## src/include/ctc_pkg.sv

```systemverilog
package ctc_pkg;

  // Configuration register and its fields
  localparam logic [7:0] CTC_REG_TERM_CFG = 8'h11;
  localparam int CTC_CODE_MSB = 7;
  localparam int CTC_CODE_LSB = 5;
  localparam int CTC_BIT_DIV20 = 4;
  localparam int CTC_BIT_DIV10 = 3;
  localparam int CTC_BIT_DIV5 = 2;
  localparam int CTC_MODE_MSB = 1;
  localparam int CTC_MODE_LSB = 0;
  localparam logic [2:0] CTC_CODE_RST = 3'h0;
  localparam logic [1:0] CTC_MODE_RST = 2'h0;
  localparam logic [7:0] CTC_READ_UNMAPPED = 8'h00;

  // System-enable modes
  localparam logic [1:0] CTC_MODE_REG = 2'h0;
  localparam logic [1:0] CTC_MODE_BNODE = 2'h1;
  localparam logic [1:0] CTC_MODE_WEAK_ISO = 2'h2;
  localparam logic [1:0] CTC_MODE_CHG_WEAK = 2'h3;

  // Currents in units of 0.1 mA, then the unitless ratio divisors
  localparam logic [15:0] CTC_TERM_MIN = 16'h007D;
  localparam logic [15:0] CTC_TERM_MAX = 16'h06A4;
  localparam logic [15:0] CTC_DIV20 = 16'h0014;
  localparam logic [15:0] CTC_DIV10 = 16'h000A;
  localparam logic [15:0] CTC_DIV5 = 16'h0005;

  // Serial port
  localparam logic [6:0] CTC_DEV_ADDR_DFLT = 7'h14;
  localparam logic [3:0] CTC_BITS_PER_BYTE = 4'h8;

  // Synchronised inputs
  localparam int CTC_NSYNC = 9;
  localparam int CTC_IN_SCL = 0;
  localparam int CTC_IN_SDA = 1;
  localparam int CTC_IN_LDO = 2;
  localparam int CTC_IN_SYSOK = 3;
  localparam int CTC_IN_BNODE = 4;
  localparam int CTC_IN_BWEAK = 5;
  localparam int CTC_IN_CHGEN = 6;
  localparam int CTC_IN_VIN0 = 7;
  localparam int CTC_IN_BMON = 8;
  localparam logic [CTC_NSYNC-1:0] CTC_SYNC_RST = 9'h003;

  typedef enum logic [1:0] {
    CTC_SRC_CODE, CTC_SRC_DIV20, CTC_SRC_DIV10, CTC_SRC_DIV5
  } ctc_src_t;

  function automatic logic [15:0] ctc_code_to_dma(input logic [2:0] code);
    case (code)
      3'h0: ctc_code_to_dma = 16'h007D;
      3'h1: ctc_code_to_dma = 16'h0145;
      3'h2: ctc_code_to_dma = 16'h020D;
      3'h3: ctc_code_to_dma = 16'h02D5;
      3'h4: ctc_code_to_dma = 16'h039D;
      3'h5: ctc_code_to_dma = 16'h0497;
      3'h6: ctc_code_to_dma = 16'h0591;
      default: ctc_code_to_dma = 16'h06A4;
    endcase
  endfunction

  function automatic logic [15:0] ctc_clamp(input logic [15:0] v);
    if (v < CTC_TERM_MIN) ctc_clamp = CTC_TERM_MIN;
    else if (v > CTC_TERM_MAX) ctc_clamp = CTC_TERM_MAX;
    else ctc_clamp = v;
  endfunction

endpackage

```

## src/include/ctc_term_if.sv

```systemverilog
`timescale 1ns/1ps
interface ctc_term_if;
  import ctc_pkg::*;
  logic clk;
  logic rst;
  logic [2:0] code;
  logic div20;
  logic div10;
  logic div5;
  logic [15:0] programmed_charge_current;
  logic [15:0] thr;
  ctc_src_t src;
  modport cfg (output clk, rst, code, div20, div10, div5, programmed_charge_current,
               input thr, src);
  modport calc (input clk, rst, code, div20, div10, div5, programmed_charge_current,
                output thr, src);
endinterface

```

## src/logic/ctc_term_calc.sv

```systemverilog
`timescale 1ns/1ps
module ctc_term_calc
  import ctc_pkg::*;
(
  ctc_term_if.calc ifc
);

  // Ratio priority and clamp
  always_comb begin
    if (ifc.div20) begin
      ifc.thr = ctc_clamp(ifc.programmed_charge_current / CTC_DIV20);
      ifc.src = CTC_SRC_DIV20;
    end else if (ifc.div10) begin
      ifc.thr = ctc_clamp(ifc.programmed_charge_current / CTC_DIV10);
      ifc.src = CTC_SRC_DIV10;
    end else if (ifc.div5) begin
      ifc.thr = ctc_clamp(ifc.programmed_charge_current / CTC_DIV5);
      ifc.src = CTC_SRC_DIV5;
    end else begin
      ifc.thr = ctc_code_to_dma(ifc.code);
      ifc.src = CTC_SRC_CODE;
    end
  end

  property p_code_table;
    @(posedge ifc.clk) disable iff (ifc.rst)
    !(ifc.div20 || ifc.div10 || ifc.div5) |->
      ifc.thr == ctc_code_to_dma(ifc.code) && ifc.src == CTC_SRC_CODE;
  endproperty
  a_code_table: assert property (p_code_table)
    else $error("fixed code threshold wrong");

  property p_div20;
    @(posedge ifc.clk) disable iff (ifc.rst)
    ifc.div20 |-> ifc.src == CTC_SRC_DIV20 &&
      ifc.thr == ctc_clamp(ifc.programmed_charge_current / CTC_DIV20);
  endproperty
  a_div20: assert property (p_div20)
    else $error("one-twentieth ratio not applied");

  property p_div10;
    @(posedge ifc.clk) disable iff (ifc.rst)
    !ifc.div20 && ifc.div10 |-> ifc.src == CTC_SRC_DIV10 &&
      ifc.thr == ctc_clamp(ifc.programmed_charge_current / CTC_DIV10);
  endproperty
  a_div10: assert property (p_div10)
    else $error("one-tenth ratio not applied");

  property p_div5;
    @(posedge ifc.clk) disable iff (ifc.rst)
    !ifc.div20 && !ifc.div10 && ifc.div5 |-> ifc.src == CTC_SRC_DIV5 &&
      ifc.thr == ctc_clamp(ifc.programmed_charge_current / CTC_DIV5);
  endproperty
  a_div5: assert property (p_div5)
    else $error("one-fifth ratio not applied");

  property p_clamp;
    @(posedge ifc.clk) disable iff (ifc.rst)
    ifc.src != CTC_SRC_CODE |->
      ifc.thr >= CTC_TERM_MIN && ifc.thr <= CTC_TERM_MAX;
  endproperty
  a_clamp: assert property (p_clamp)
    else $error("ratio threshold outside limits");

endmodule // ctc_term_calc

```

## src/logic/ctc_term_cfg.sv

```systemverilog
`timescale 1ns/1ps
module ctc_term_cfg
  import ctc_pkg::*;
#(
  parameter logic [6:0] DEV_ADDR = CTC_DEV_ADDR_DFLT,
  parameter logic [2:0] CODE_RST = CTC_CODE_RST
) (
  input wire logic i_sys_clk,
  input wire logic i_rst,
  input wire logic i_scl,
  input wire logic i_sda,
  output logic o_sda,
  output logic o_sda_oe,
  input wire logic i_ldo_active,
  input wire logic i_sys_voltage_ok,
  input wire logic i_battery_node_ok,
  input wire logic i_battery_above_weak,
  input wire logic i_charge_enable,
  input wire logic i_charger_input_zero,
  input wire logic i_battery_monitor_enable,
  input wire logic [15:0] i_programmed_charge_current,
  output logic [15:0] o_term_threshold,
  output ctc_src_t o_term_source,
  output logic o_system_enable_output,
  output logic o_isolation_off
);

  typedef enum logic [3:0] {
    ST_IDLE, ST_DEV, ST_DEV_ACK, ST_PTR, ST_PTR_ACK,
    ST_WDATA, ST_WR_ACK, ST_RDATA, ST_RD_MACK
  } ctc_i2c_st_t;

  logic [CTC_NSYNC-1:0] raw;
  logic [CTC_NSYNC-1:0] s1_q;
  logic [CTC_NSYNC-1:0] s2_q;
  logic [CTC_NSYNC-1:0] s3_q;
  logic [CTC_NSYNC-1:0] flt_q;
  logic scl_prev_q;
  logic sda_prev_q;
  logic scl_rise;
  logic scl_fall;
  logic start_c;
  logic stop_c;
  ctc_i2c_st_t state_q;
  logic [3:0] cnt_q;
  logic [7:0] shift_q;
  logic [7:0] tx_q;
  logic [7:0] ptr_q;
  logic rw_q;
  logic mack_q;
  logic wr_fire;
  logic [7:0] cfg_q;
  logic [1:0] mode;
  logic iso_cond;
  logic system_enable_output_d;
  logic iso_off_d;
  ctc_term_if ifc ();

  function automatic logic [7:0] ctc_read_mux(input logic [7:0] ptr,
                                               input logic [7:0] cfg);
    ctc_read_mux = (ptr == CTC_REG_TERM_CFG) ? cfg : CTC_READ_UNMAPPED;
  endfunction

  assign raw[CTC_IN_SCL] = i_scl;
  assign raw[CTC_IN_SDA] = i_sda;
  assign raw[CTC_IN_LDO] = i_ldo_active;
  assign raw[CTC_IN_SYSOK] = i_sys_voltage_ok;
  assign raw[CTC_IN_BNODE] = i_battery_node_ok;
  assign raw[CTC_IN_BWEAK] = i_battery_above_weak;
  assign raw[CTC_IN_CHGEN] = i_charge_enable;
  assign raw[CTC_IN_VIN0] = i_charger_input_zero;
  assign raw[CTC_IN_BMON] = i_battery_monitor_enable;

  // Three stages, value taken once stages two and three agree
  genvar gi;
  generate
    for (gi = 0; gi < CTC_NSYNC; gi++) begin : g_sync
      always_ff @(posedge i_sys_clk) begin
        if (i_rst) begin
          s1_q[gi] <= CTC_SYNC_RST[gi];
          s2_q[gi] <= CTC_SYNC_RST[gi];
          s3_q[gi] <= CTC_SYNC_RST[gi];
          flt_q[gi] <= CTC_SYNC_RST[gi];
        end else begin
          s1_q[gi] <= raw[gi];
          s2_q[gi] <= s1_q[gi];
          s3_q[gi] <= s2_q[gi];
          if (s2_q[gi] == s3_q[gi]) begin
            flt_q[gi] <= s3_q[gi];
          end
        end
      end
    end
  endgenerate

  always_ff @(posedge i_sys_clk) begin
    if (i_rst) begin
      scl_prev_q <= 1'b1;
      sda_prev_q <= 1'b1;
    end else begin
      scl_prev_q <= flt_q[CTC_IN_SCL];
      sda_prev_q <= flt_q[CTC_IN_SDA];
    end
  end

  assign scl_rise = flt_q[CTC_IN_SCL] & ~scl_prev_q;
  assign scl_fall = ~flt_q[CTC_IN_SCL] & scl_prev_q;
  assign start_c = flt_q[CTC_IN_SCL] & scl_prev_q & sda_prev_q &
                   ~flt_q[CTC_IN_SDA];
  assign stop_c = flt_q[CTC_IN_SCL] & scl_prev_q & ~sda_prev_q &
                  flt_q[CTC_IN_SDA];

  always_ff @(posedge i_sys_clk) begin
    if (i_rst) begin
      state_q <= ST_IDLE;
      cnt_q <= 4'h0;
      shift_q <= 8'h00;
      tx_q <= 8'h00;
      ptr_q <= 8'h00;
      rw_q <= 1'b0;
      mack_q <= 1'b0;
    end else if (start_c) begin
      state_q <= ST_DEV;
      cnt_q <= 4'h0;
    end else if (stop_c) begin
      state_q <= ST_IDLE;
    end else begin
      case (state_q)
        ST_DEV, ST_PTR, ST_WDATA: begin
          if (scl_rise) begin
            shift_q <= {shift_q[6:0], flt_q[CTC_IN_SDA]};
            cnt_q <= 4'(cnt_q + 4'h1);
          end else if (scl_fall && cnt_q == CTC_BITS_PER_BYTE) begin
            cnt_q <= 4'h0;
            if (state_q == ST_DEV) begin
              rw_q <= shift_q[0];
              state_q <= (shift_q[7:1] == DEV_ADDR) ? ST_DEV_ACK : ST_IDLE;
            end else if (state_q == ST_PTR) begin
              ptr_q <= shift_q;
              state_q <= ST_PTR_ACK;
            end else begin
              ptr_q <= 8'(ptr_q + 8'h01);
              state_q <= ST_WR_ACK;
            end
          end
        end
        ST_DEV_ACK: begin
          if (scl_fall) begin
            tx_q <= ctc_read_mux(ptr_q, cfg_q);
            state_q <= rw_q ? ST_RDATA : ST_PTR;
          end
        end
        ST_PTR_ACK, ST_WR_ACK: begin
          if (scl_fall) begin
            state_q <= ST_WDATA;
          end
        end
        ST_RDATA: begin
          if (scl_rise) begin
            cnt_q <= 4'(cnt_q + 4'h1);
          end else if (scl_fall) begin
            if (cnt_q == CTC_BITS_PER_BYTE) begin
              cnt_q <= 4'h0;
              ptr_q <= 8'(ptr_q + 8'h01);
              state_q <= ST_RD_MACK;
            end else begin
              tx_q <= {tx_q[6:0], 1'b0};
            end
          end
        end
        ST_RD_MACK: begin
          if (scl_rise) begin
            mack_q <= ~flt_q[CTC_IN_SDA];
          end else if (scl_fall) begin
            tx_q <= ctc_read_mux(ptr_q, cfg_q);
            state_q <= mack_q ? ST_RDATA : ST_IDLE;
          end
        end
        default: state_q <= ST_IDLE;
      endcase
    end
  end

  // Open-drain data: only ever pulls low
  always_ff @(posedge i_sys_clk) begin
    if (i_rst) begin
      o_sda <= 1'b0;
      o_sda_oe <= 1'b0;
    end else begin
      o_sda <= 1'b0;
      o_sda_oe <= (state_q == ST_DEV_ACK) || (state_q == ST_PTR_ACK) ||
                  (state_q == ST_WR_ACK) ||
                  ((state_q == ST_RDATA) && !tx_q[7]);
    end
  end

  assign wr_fire = (state_q == ST_WDATA) && !start_c && !stop_c &&
                   !scl_rise && scl_fall && (cnt_q == CTC_BITS_PER_BYTE) &&
                   (ptr_q == CTC_REG_TERM_CFG);

  always_ff @(posedge i_sys_clk) begin
    if (i_rst) begin
      cfg_q <= {CODE_RST, 3'h0, CTC_MODE_RST};
    end else if (wr_fire) begin
      cfg_q <= shift_q;
    end
  end

  assign ifc.clk = i_sys_clk;
  assign ifc.rst = i_rst;
  assign ifc.code = cfg_q[CTC_CODE_MSB:CTC_CODE_LSB];
  assign ifc.div20 = cfg_q[CTC_BIT_DIV20];
  assign ifc.div10 = cfg_q[CTC_BIT_DIV10];
  assign ifc.div5 = cfg_q[CTC_BIT_DIV5];
  assign ifc.programmed_charge_current = i_programmed_charge_current;

  ctc_term_calc u_calc (
    .ifc (ifc.calc)
  );

  always_ff @(posedge i_sys_clk) begin
    if (i_rst) begin
      o_term_threshold <= CTC_TERM_MIN;
      o_term_source <= CTC_SRC_CODE;
    end else begin
      o_term_threshold <= ifc.thr;
      o_term_source <= ifc.src;
    end
  end

  assign mode = cfg_q[CTC_MODE_MSB:CTC_MODE_LSB];
  assign iso_cond = flt_q[CTC_IN_VIN0] & flt_q[CTC_IN_BMON];

  always_comb begin
    system_enable_output_d = flt_q[CTC_IN_LDO] & flt_q[CTC_IN_SYSOK];
    iso_off_d = 1'b0;
    case (mode)
      CTC_MODE_REG: system_enable_output_d = flt_q[CTC_IN_LDO] & flt_q[CTC_IN_SYSOK];
      CTC_MODE_BNODE: system_enable_output_d = flt_q[CTC_IN_BNODE];
      CTC_MODE_WEAK_ISO: begin
        if (iso_cond && !flt_q[CTC_IN_BWEAK]) begin
          system_enable_output_d = 1'b1;
          iso_off_d = 1'b1;
        end
      end
      CTC_MODE_CHG_WEAK: system_enable_output_d = flt_q[CTC_IN_CHGEN] ?
                                    flt_q[CTC_IN_BWEAK] : flt_q[CTC_IN_LDO];
      default: system_enable_output_d = 1'b0;
    endcase
  end

  always_ff @(posedge i_sys_clk) begin
    if (i_rst) begin
      o_system_enable_output <= 1'b0;
      o_isolation_off <= 1'b0;
    end else begin
      o_system_enable_output <= system_enable_output_d;
      o_isolation_off <= iso_off_d;
    end
  end

  property p_mode_reg;
    @(posedge i_sys_clk) disable iff (i_rst)
    mode == CTC_MODE_REG |=>
      o_system_enable_output == $past(flt_q[CTC_IN_LDO] &
                                      flt_q[CTC_IN_SYSOK]);
  endproperty
  a_mode_reg: assert property (p_mode_reg)
    else $error("mode 00 enable wrong");

  property p_mode_bnode;
    @(posedge i_sys_clk) disable iff (i_rst)
    mode == CTC_MODE_BNODE |=> o_system_enable_output ==
      $past(flt_q[CTC_IN_BNODE]) && !o_isolation_off;
  endproperty
  a_mode_bnode: assert property (p_mode_bnode)
    else $error("mode 01 enable wrong");

  property p_weak_iso;
    @(posedge i_sys_clk) disable iff (i_rst)
    mode == CTC_MODE_WEAK_ISO && iso_cond && !flt_q[CTC_IN_BWEAK] |=>
      o_system_enable_output && o_isolation_off;
  endproperty
  a_weak_iso: assert property (p_weak_iso)
    else $error("weak battery isolation missing");

  property p_mode_chg;
    @(posedge i_sys_clk) disable iff (i_rst)
    mode == CTC_MODE_CHG_WEAK && flt_q[CTC_IN_CHGEN] |=>
      o_system_enable_output == $past(flt_q[CTC_IN_BWEAK]);
  endproperty
  a_mode_chg: assert property (p_mode_chg)
    else $error("mode 11 charging enable wrong");

  property p_iso_gate;
    @(posedge i_sys_clk) disable iff (i_rst)
    !iso_cond || mode != CTC_MODE_WEAK_ISO |=> !o_isolation_off;
  endproperty
  a_iso_gate: assert property (p_iso_gate)
    else $error("isolation off without qualifier");

  property p_addr_ack;
    @(posedge i_sys_clk) disable iff (i_rst)
    state_q == ST_DEV && scl_fall && cnt_q == CTC_BITS_PER_BYTE &&
      shift_q[7:1] == DEV_ADDR && !start_c && !stop_c |=> ##1 o_sda_oe;
  endproperty
  a_addr_ack: assert property (p_addr_ack)
    else $error("own address not acknowledged");

  property p_write_apply;
    @(posedge i_sys_clk) disable iff (i_rst)
    wr_fire |=> cfg_q == $past(shift_q) ##1
      o_term_source == ifc.src && o_term_threshold == ifc.thr;
  endproperty
  a_write_apply: assert property (p_write_apply)
    else $error("written setting not applied");

  c_write: cover property (@(posedge i_sys_clk) disable iff (i_rst)
    wr_fire);
  c_read: cover property (@(posedge i_sys_clk) disable iff (i_rst)
    state_q == ST_RDATA && ptr_q == CTC_REG_TERM_CFG);
  c_iso: cover property (@(posedge i_sys_clk) disable iff (i_rst)
    o_isolation_off);

endmodule // ctc_term_cfg
```

## config.mk

```make
export PLATFORM = sky130hd
export DESIGN_NAME = ctc_term_cfg
export DESIGN_NICKNAME = d
export VERILOG_FILES = /design/src/include/ctc_pkg.sv /design/src/include/ctc_term_if.sv /design/src/logic/ctc_term_calc.sv /design/src/logic/ctc_term_cfg.sv
export SDC_FILE = /design/constraint.sdc
export NUM_CORES = 1
export LEC_CHECK = 0
export BUFFER_PORTS_ARGS = -buffer_cell sky130_fd_sc_hd__buf_4
export CAP_MARGIN = 20
export CORE_AREA = 5 5 169 171
export CTS_BUF_LIST = sky130_fd_sc_hd__clkbuf_8 sky130_fd_sc_hd__clkbuf_16
export CTS_CLUSTER_SIZE = 30
export DETAILED_ROUTE_END_ITERATION = 7
export DIE_AREA = 0 0 174 176
export GPL_TIMING_DRIVEN = 0
export HOLD_SLACK_MARGIN = 0.12
export SETUP_SLACK_MARGIN = 0.5
export SYNTH_ARGS = -nofsm -noshare
export SYNTH_HDL_FRONTEND = slang
export SYNTH_HIERARCHICAL = 1
export SYNTH_SLANG_ARGS = --single-unit
```

## constraint.sdc

```tcl
create_clock -name i_sys_clk -period 10.65 [get_ports i_sys_clk]
set_clock_uncertainty 0.2 [all_clocks]
set_input_delay 0 -clock i_sys_clk [delete_from_list [all_inputs] [get_ports i_sys_clk]]
set_output_delay 0 -clock i_sys_clk [all_outputs]
set_load 0.1 [all_outputs]
```

==> results of run 1 <==
==> routing by layer <==
metal | wire [um] | global-route usage (%)
met1 | 10060 | 18.60
met2 | 10990 | 24.76
met3 | 999 | 1.734
met4 | 405 | 3.827
met5 | 0 | 0
==> final cells by class <==
class                           count  area share, %
Multi-Input combinational cell    782          57.88
Sequential cell                   101          22.71
Timing Repair Buffer               55          4.974
Buffer                             83          4.932
Tap cell                          341          4.791
Clock buffer                        9          2.529
Inverter                           27          1.138
Clock inverter                      7          1.054
==> stage by stage <==
| stage | instances | power (mW) |
|---|---|---|
| after global routing | 1405 | 1.138 |
| final | 1405 | 1.079 |
| after detailed placement | 1375 | 0.7362 |
| after CTS | 1404 | 1.084 |
| after floorplan | 993 | 0.6512 |
| after global placement | 1375 | 0.7358 |
==> power breakdown <==
| part | switching, mW | leakage (nW) | internal (mW) |
|---|---|---|---|
| sequential | 0.00166 | 0.820 | 0.382 |
| clock | 0.170 | 0.153 | 0.170 |
| combinational | 0.232 | 2.25 | 0.124 |
| total | 0.403 | 3.22 | 0.676 |
==> state kept, by name (all words and copies together) (netlist names), 2 cells and up <==
signal / flops
tx_q: 8
s1_q: 9
state_q: 4
o_term_source: 2
o_term_threshold: 16
flt_q: 9
shift_q: 8
ptr_q: 8
s3_q: 9
cnt_q: 4
s2_q: 9
cfg_q: 8
==> how the worst max path moves through the flow <==
stage,endpoint,cells past startpoint,startpoint
after global routing,o_term_threshold[0],26,i_programmed_charge_current[11]
final,o_term_threshold[0],27,i_programmed_charge_current[15]
after global placement,o_term_threshold[0],29,i_programmed_charge_current[15]
after floorplan,o_term_threshold[0],26,i_programmed_charge_current[15]
after CTS,o_term_threshold[0],27,i_programmed_charge_current[11]
after detailed placement,o_term_threshold[0],27,i_programmed_charge_current[13]
==> layout by cell type (no fill, tap or decap), drive strengths merged, types with 6 or more instances in the layout <==
| cell | n |
|---|---|
| inv | 27 |
| nor3 | 46 |
| or2 | 25 |
| xnor2 | 6 |
| and2 | 10 |
| a221oi | 13 |
| clkbuf | 50 |
| a211o | 7 |
| nand3 | 31 |
| nor4 | 13 |
| conb | 6 |
| or3 | 10 |
| and3 | 8 |
| nand2b | 14 |
| nand2 | 84 |
| nor2 | 82 |
| nand3b | 6 |
| clkinv | 7 |
| a21oi | 63 |
| a2111oi | 6 |
| o41ai | 7 |
| ha | 10 |
| a31oi | 15 |
| nor4bb | 7 |
| a22oi | 7 |
| nor2b | 51 |
| o21ai | 63 |
| o311ai | 6 |
| mux2i | 25 |
| dfxtp | 101 |
| o31ai | 6 |
| a211oi | 20 |
| o2111ai | 8 |
| o211ai | 12 |
| dlygate4sd3 | 13 |
| buf | 84 |
| o32ai | 8 |
==> worst max-delay path, cell delays in order <==
cell,delay (ns)
buf_4,0.12
buf_4,0.16
buf_4,0.17
o21ai_0,0.16
o221ai_1,0.15
and3_1,0.20
buf_2,0.19
a211oi_1,0.27
a211oi_1,0.11
or3_1,0.37
buf_2,0.18
o2111a_1,0.14
a2111o_1,0.38
nor2_1,0.61
clkbuf_1,0.45
nor2_1,0.09
a31oi_1,0.16
o21ai_0,0.11
a211oi_1,0.32
ha_1,0.31
or3_1,0.13
mux2i_1,0.06
a2111oi_0,0.61
o32ai_1,0.21
a211oi_1,0.23
a221oi_1,0.10
or2_2,0.28
==> kinds of logic (layout without fill, tap and decap cells) <==
kind of cell / count (synthesis) / in the layout / share of synthesized area, %
adder cells (fa/ha/maj): 13 / 13 / 2.031
flip-flops: 101 / 101 / 26.26
AO/OA/AOI/OAI: 306 / 306 / 29.57
multiplexers: 28 / 28 / 3.688
other: 2 / 6 / 0.09752
XOR/XNOR: 8 / 8 / 1.007
buffers and inverters: 110 / 181 / 7.019
AND/OR/NAND/NOR: 421 / 421 / 30.33
==> summary.txt, run 1 <==
most common cell in the synthesized netlist: dfxtp_1
dominant synthesized flop cell: dfxtp_1
fin crit share: 58.76%
Ant. Diodes: 0
#FFs+latches synth: 101
ys async rst share: 0%
Fmax achieved: 159.8 MHz
Hold Path End: o_term_threshold[0]
Synth area leaders: dfxtp_1 26%, nor2b_1 4.1%, nor2_1 3.9%
RSZ-0062 raised after global routing: false
status: finished, final reports clean
die area: 30,620 um2
Reg2Reg Setup Slack: 8.03 ns
Via Count: 7,753
Detailed Place HPWL: 16.70 mm
share of Yosys cell area claimed by the top area cell type: 26.26%
worst setup margin: 4.392 ns
DRC violations left: 0
Critical Path AT: 6.30 ns
Post-synth EDFFs: 0
CTS root buf: clkbuf_16
worst reg2reg endpoint: tx_q[3]
CTS Hold Bufs: 13
Worst R2R Start: scl_prev_q
Worst Hold Depth: 5
clock buffer depth: 2
Yosys cell types: 113
Initial Util: 28.82%
FF+latch area: 2022 um2
power density over the cells: 121.2 nW/um2
GRT Total Usage: 14.20%
WHS: 0.1615 ns
HP Class: in -> reg
Cell Rows: 60
Final Hold Violating Endpoints: 0
Die Span X: 174 um
clock-pin slew on the worst setup and hold paths: 0.08 ns
Max Slew Vio Count: 0
port buffer count: 41
footprint of the multi-input gates: 5154 um2
CP max FO: 10
clk sinks: 101
vias in the first global route: 7,121
hold_sp: i_programmed_charge_current[1]
Mean Syn Cell Area: 7.787 um2
WL/cell: 15.99 um
RePlAce Congestion: 0.8890
Nets: 1,096
DR pass1 iterations: 5
Inserted Clock Buffers: 9
post_cts resized: 0
Max-cap violations: 0
Worst Max-Slew Pin Slew: 1.031 ns
CTS tree: yes
cell count after synthesis: 989
fill count: 2,857
crit path time final: 6.258 ns
CTS H-tree depth: 3
register area share after synthesis: 26.26%
initial DRC count: 621
endpoints failing setup: 0
Synth Warn #: 6
worst skew pair latency: 0.35 ns
largest area contributor in the netlist: dfxtp_1
post-CTS repair timing setup buffer count: 0
P&R area growth vs syn: 15.63%
setup TNS: 0 ns
Slew headroom: 30.21%
peak supply drop: 0.07613 mV
post-route antenna net violation count: 0
Worst setup EP type: register
dpl ws: 4.083 ns
Vias/cell: 5.518
final instance area: 8905 um2
CP required: 10.69 ns
critical path class: in -> reg
I/O pins: 49
share of layout cells above drive strength 1: 16.35%
Post-synth top cells: 101 x dfxtp_1, 81 x nor2_1, 80 x nand2_1
CP startpoint kind: input port
Total Routed Length: 22.46 mm
Die Y: 176 um
leak pwr: 3.221 nW
core area: 26,730 um2
first-pass GRT wire length: 37.10 mm
R2R depth: 9
largest net degree at the start of global routing: 22
grt ovf: 0
initial antenna violation count: 0
post-layout util: 33.32%
dpl cell area: 8451 um2
post-synthesis cell area: 7701 um2
Note: power is estimated with default switching activity, not from simulation.
==> run 2: changes to the inputs <==
==> constraint.sdc (replaced) <==
create_clock -name i_sys_clk -period 6.3 [get_ports i_sys_clk]
set_clock_uncertainty 0.2 [all_clocks]
set_input_delay 0 -clock i_sys_clk [delete_from_list [all_inputs] [get_ports i_sys_clk]]
set_output_delay 0 -clock i_sys_clk [all_outputs]
set_load 0.1 [all_outputs]
==> summary.txt, run 2 (synthesis gave the netlist of run 1 again) <==
Nets: 1,108 (was 1,096)
endpoints failing setup: 0 (unchanged)
RePlAce Congestion: 0.8890 (unchanged)
grt ovf: 0 (unchanged)
fin crit share: 88.10%
Fmax achieved: 180.2 MHz
GRT Total Usage: 14.26% (was 14.20%)
clock-pin slew on the worst setup and hold paths: 0.08 ns (about the same)
commonest non-fill, non-tap cell in the layout: dfxtp_1 (unchanged)
hold_sp: i_programmed_charge_current[1] (unchanged)
P&R area growth vs syn: 18.90% (was 15.63%)
Max-cap violations: 0 (unchanged)
Ant. Diodes: 0 (unchanged)
setup TNS: 0 ns (unchanged)
Worst Hold Depth: 5 (unchanged)
worst reg2reg endpoint: tx_q[3] (unchanged)
worst setup margin: 0.7496 ns (was 4.392 ns)
HP Class: in -> reg (unchanged)
Worst setup EP type: register (unchanged)
clock buffer depth: 2 (unchanged)
CTS H-tree depth: 3 (unchanged)
Sequential Power Share: 34.3% (was 35.6%)
initial DRC count: 579 (was 621)
largest net degree at the start of global routing: 22 (unchanged)
CTS root buf: clkbuf_16 (unchanged)
Inserted Clock Buffers: 9 (unchanged)
Die Span X: 174 um (unchanged)
post-route antenna net violation count: 0 (unchanged)
Hold Path End: o_term_threshold[0] (unchanged)
port buffer count: 41 (unchanged)
CTS tree: yes (unchanged)
DR pass1 iterations: 5 (unchanged)
Reg2Reg Setup Slack: 3.67 ns (was 8.03 ns)
R2R depth: 9 (unchanged)
Cell Rows: 60 (unchanged)
clock share of power: 30.4% (was 31.5%)
CP required: 6.34 ns (was 10.69 ns)
I/O pins: 49 (unchanged)
first-pass GRT wire length: 37.27 mm (was 37.10 mm)
Biggest register: o_term_threshold (unchanged)
Final Hold Violating Endpoints: 0 (unchanged)
Critical Path AT: 5.59 ns (was 6.30 ns)
initial antenna violation count: 0 (unchanged)
slowest CP cell: or4_1 (was nor2_1)
Die Y: 176 um (unchanged)
Internal Pwr Total: 1.182 mW (was 0.6759 mW)
dpl ws: -0.2666 ns (was 4.083 ns)
Max Slew Vio Count: 0 (unchanged)
Net Switching: 0.7088 mW (was 0.4035 mW)
Logic pwr share: 35.2% (was 32.9%)
commonest non-fill, non-tap cells in the layout: 101 x dfxtp_1, 80 x nand2_1, 79 x nor2_1, 71 x buf_4, 60 x a21oi_1 (was 101 x dfxtp_1, 81 x nor2_1, 80 x nand2_1, 60 x a21oi_1, 59 x buf_4)
power density over the cells: 206.6 nW/um2 (was 121.2 nW/um2)
fill count: 2,828 (was 2,857)
WL/cell: 15.98 um (was 15.99 um)
status: finished, final reports clean (unchanged)
crit path time final: 5.550 ns
CP startpoint kind: input port (unchanged)
Detailed Place HPWL: 16.70 mm (unchanged)
RSZ-0062 raised after global routing: true (was false)
Worst Max-Slew Pin Slew: 0.7701 ns (was 1.031 ns)
clk sinks: 101 (unchanged)
die area: 30,620 um2 (unchanged)
Total Routed Length: 22.65 mm (was 22.46 mm)
Final Instance Count excl. Fillers: 1,417 (was 1,405)
Slew headroom: 48.66% (was 30.21%)
Vias/cell: 5.505 (was 5.518)
max incr delay on CP: 0.55 ns (was 0.61 ns)
WHS: 0.1632 ns (was 0.1615 ns)
sw frac: 37.48% (was 37.38%)
DRC violations left: 0 (unchanged)
dpl cells: 1,375 (unchanged)
leak pwr: 3.328 nW (was 3.221 nW)
share of layout cells above drive strength 1: 19.24% (was 16.35%)
Worst R2R Start: scl_prev_q (unchanged)
peak supply drop: 0.1288 mV (was 0.07613 mV)
flip-flop count of the largest register after layout: 16 (unchanged)
CP max FO: 10 (unchanged)
post-layout util: 34.26% (was 33.32%)
vias in the first global route: 7,162 (was 7,121)
Initial Util: 28.82% (unchanged)
critical path class: in -> reg (unchanged)
Via Count: 7,801 (was 7,753)
core area: 26,730 um2 (unchanged)
worst skew pair latency: 0.35 ns (about the same)
run 2: cell types whose count changed in the layout (fill, tap and decap cells not counted), sizes merged:
cell	before	now
clkbuf	50	52
buf	84	94
run 2: final cells by class:
class	instances	area (um2)	area share, %
plain buffers	83	454.2	4.960
clock inverters	7	93.84	1.025
flip-flops and latches	101	2022	22.08
multi-input cells	782	5300	57.88
inverters	27	101.3	1.107
well taps	341	426.7	4.660
repair buffers	67	533.0	5.821
clock buffers	9	225.2	2.460
run 2: stage by stage:
stage	area [um2]	power (mW)
floorplan	7716	1.101
global placement	8451	1.244
detailed placement	8451	1.245
CTS	8982	1.851
global route	9156	1.991
finish	9156	1.891
run 2: worst max-delay path by stage:
stage	startpoint	endpoint	slack (ns)	depth (start not counted)
3_3_place_gp	i_programmed_charge_current[15]	o_term_threshold[0]	-0.21	29
2_1_floorplan	i_programmed_charge_current[15]	o_term_threshold[0]	0.93	26
4_1_cts	i_programmed_charge_current[11]	o_term_threshold[0]	0.50	30
5_1_grt	i_programmed_charge_current[15]	o_term_threshold[0]	0.35	30
6_report	i_programmed_charge_current[12]	o_term_threshold[0]	0.75	29
3_5_place_dp	i_programmed_charge_current[13]	o_term_threshold[0]	-0.27	27
run 2: timing repair:
action | in CTS | in global routing
gates resized for setup | 13 | 25
pin swaps | 2 | 15
setup endpoints to repair | 3 | 11
cloned | 0 | 0
hold buffers | 13 | 0
endpoints found under the hold margin | 24 | 0
buffers inserted | 3 | 9
run 2: worst max-delay path: cells and delay by family:
kind / cells / cell delay, ns
buffers and inverters: 6 / 0.98
adders and majority gates: 1 / 0.26
AOI/OAI and AO/OA: 14 / 2.30
and+or+nand+nor: 8 / 2.02
run 2: layer usage:
layer  part of all wire (%)  track usage (%)
met1                     44            18.63
met2                     49            25.04
met3                    4.6            1.756
met4                    1.7            3.662
met5                      0                0
run 2: power groups by stage:
stage | clock network, mW | logic (mW) | registers [mW]
floorplan | 0 | 0.425 | 0.676
global placement | 0 | 0.580 | 0.664
detailed placement | 0 | 0.580 | 0.665
CTS | 0.594 | 0.607 | 0.649
global route | 0.620 | 0.720 | 0.651
finish | 0.576 | 0.666 | 0.649
==> run 3: changes to the inputs <==
==> constraint.sdc (replaced) <==
create_clock -name i_sys_clk -period 6.3 [get_ports i_sys_clk]
set_clock_uncertainty 0.2 [all_clocks]
set_input_delay 0.63 -clock i_sys_clk [delete_from_list [all_inputs] [get_ports i_sys_clk]]
set_output_delay 0.63 -clock i_sys_clk [all_outputs]
set_load 0.1 [all_outputs]
==> summary.txt, run 3 (synthesis gave the netlist of run 1 again) <==
Die Y: 176 um (unchanged)
critical path class: in -> reg (unchanged)
status: finished, final reports clean (unchanged)
initial antenna violation count: 0 (unchanged)
DR pass1 iterations: 5 (unchanged)
port buffer count: 41 (unchanged)
share of layout cells above drive strength 1: 28.57% (was 19.24%)
dpl cell area: 8516 um2 (was 8451 um2)
Slew headroom: 46.21% (was 48.66%)
Worst setup EP type: register (unchanged)
die area: 30,620 um2 (unchanged)
WL met1: 10.66 mm (was 10.06 mm)
clk sinks: 101 (unchanged)
worst skew pair latency: 0.35 ns (about the same)
RSZ-0062 raised after global routing: true (unchanged)
Worst R2R Start: scl_prev_q (unchanged)
WL/cell: 16.67 um (was 15.98 um)
CTS root buf: clkbuf_16 (unchanged)
dpl cells: 1,375 (unchanged)
flip-flop count of the largest register after layout: 16 (unchanged)
endpoints failing setup: 0 (unchanged)
Vias/cell: 5.543 (was 5.505)
Final Hold Violating Endpoints: 0 (unchanged)
commonest non-fill, non-tap cell in the layout: buf_4 (was dfxtp_1)
Cell Rows: 60 (unchanged)
GRT Total Usage: 14.79% (was 14.26%)
Inserted Clock Buffers: 9 (unchanged)
clock buffer depth: 2 (unchanged)
Nets: 1,152 (was 1,108)
leak pwr: 3.720 nW (was 3.328 nW)
largest net degree at the start of global routing: 22 (unchanged)
Fmax achieved: 170.2 MHz (was 180.2 MHz)
core area: 26,730 um2 (unchanged)
grt ovf: 0 (unchanged)
Critical Path AT: 5.91 ns (was 5.59 ns)
CP startpoint: i_programmed_charge_current[13] (was i_programmed_charge_current[12])
initial DRC count: 557 (was 579)
CTS H-tree depth: 3 (unchanged)
Total Routed Length: 24.35 mm (was 22.65 mm)
Via Count: 8,099 (was 7,801)
CTS Hold Bufs: 0 (was 13)
peak supply drop: 0.1194 mV (was 0.1288 mV)
Max-cap violations: 0 (unchanged)
CP max FO: 10 (unchanged)
Die Span X: 174 um (unchanged)
crit path time final: 5.875 ns (was 5.550 ns)
Biggest register: o_term_threshold (unchanged)
HP Class: reg -> reg (was in -> reg)
P&R area growth vs syn: 30.90% (was 18.90%)
I/O pins: 49 (unchanged)
commonest non-fill, non-tap cells in the layout: 112 x buf_4, 101 x dfxtp_1, 78 x nand2_1, 76 x nor2_1, 57 x a21oi_1 (was 101 x dfxtp_1, 80 x nand2_1, 79 x nor2_1, 71 x buf_4, 60 x a21oi_1)
first-pass GRT wire length: 38.70 mm (was 37.27 mm)
vias in the first global route: 7,601 (was 7,162)
Max Slew Vio Count: 0 (unchanged)
Met2 Wirelength: 12.17 mm (was 11.16 mm)
top layer reached by signal wires: met4 (unchanged)
DRC violations left: 0 (unchanged)
hold_sp: s1_q[0] (was i_programmed_charge_current[1])
final instance area: 10,080 um2 (was 9156 um2)
CP startpoint kind: input port (unchanged)
clock-pin slew on the worst setup and hold paths: 0.07 ns (was 0.08 ns)
Final Instance Count excl. Fillers: 1,461 (was 1,417)
Ant. Diodes: 0 (unchanged)
Tot Pwr: 2.086 mW (was 1.891 mW)
fin crit share: 93.26% (was 88.10%)
Detailed Place HPWL: 16.72 mm (was 16.70 mm)
post-route antenna net violation count: 0 (unchanged)
Initial Util: 28.82% (unchanged)
CP required: 6.33 ns (was 6.34 ns)
CTS tree: yes (unchanged)
Reg2Reg Setup Slack: 3.65 ns (was 3.67 ns)
RePlAce Congestion: 0.9105 (was 0.8890)
met3 WL: 1.029 mm (was 1.037 mm)
power density over the cells: 207.0 nW/um2 (was 206.6 nW/um2)
Worst Max-Slew Pin Slew: 0.8056 ns (was 0.7701 ns)
==> run 3: changes by cell type in the layout (fill, tap and decap cells not counted), moves of 5 or more <==
| cell | change |
|---|---|
| a211oi_1 | -5 |
| buf_2 | -8 |
| buf_4 | +41 |
| buf_6 | +13 |
| buf_8 | +6 |
| dlygate4sd3_1 | -13 |
| o21ai_0 | -6 |
| o21ai_2 | +6 |
==> run 3: metrics by stage <==
stage                     utilization [%]  hold slack (ns)  setup slack [ns]  TNS (ns)
after detailed placement            31.86           0.1963           -0.5589    -3.274
after floorplan                         -           0.1895            0.5018         0
after global routing                37.72           0.2415            0.2095         0
after CTS                           35.74           0.2135            0.4858         0
final                               37.72           0.2097            0.4245         0
after global placement              31.86           0.1945           -0.6099    -3.767
==> run 3: cell type report <==
| cell class | instances | area, um2 |
|---|---|---|
| clock buffers | 9 | 225.2 |
| multi-input cells | 783 | 5718 |
| well taps | 341 | 426.7 |
| flip-flops and latches | 101 | 2022 |
| fillers | 2697 | 16640 |
| inverters | 27 | 105.1 |
| repair buffers | 110 | 907.1 |
| clock inverters | 7 | 91.34 |
| plain buffers | 83 | 585.6 |
==> run 3: where the power goes <==
group          switching [mW]  leakage (nW)  internal [mW]  total, mW
Sequential            0.00294         0.820          0.647      0.649
Combinational           0.493          2.75          0.369      0.862
Clock                   0.287         0.152          0.287      0.575
Total                   0.783          3.72           1.30       2.09
==> run 3: worst max-delay path: stages <==
cell,delay (ns)
buf_6,0.11
clkbuf_16,0.15
nand2b_4,0.16
or3_1,0.36
o211ai_1,0.16
a21o_4,0.24
buf_12,0.12
a211oi_4,0.04
buf_6,0.13
or3_1,0.36
buf_4,0.19
o2111a_1,0.14
a2111o_1,0.42
or2_4,0.28
buf_6,0.15
a21oi_4,0.15
buf_4,0.20
o21ai_1,0.13
a41oi_1,0.23
or3b_2,0.46
clkbuf_2,0.19
o31ai_1,0.25
and4b_1,0.26
a41oi_1,0.06
or2_2,0.32
==> run 3: per-layer routing <==
layer	up-vias	GRT usage [%]
li1	3934	-
met5	-	0
met2	276	26.29
met1	3842	19.07
met3	47	1.478
met4	0	4.256
==> run 3: path summary, 6_finish.rpt <==
check | to | depth (start not counted)
worst max-delay path | o_term_threshold[2] | 25
worst min register to register | s2_q[0] | 1
worst min-delay path | s2_q[0] | 1
worst max register to register | tx_q[4] | 9
==> run 3: repair_timing <==
action                     4_1_cts  5_1_grt
setup buffers                   43       22
pin swaps                       43       27
setup endpoints to repair       11       11
gates resized for setup         97       56
cloned                           1        3
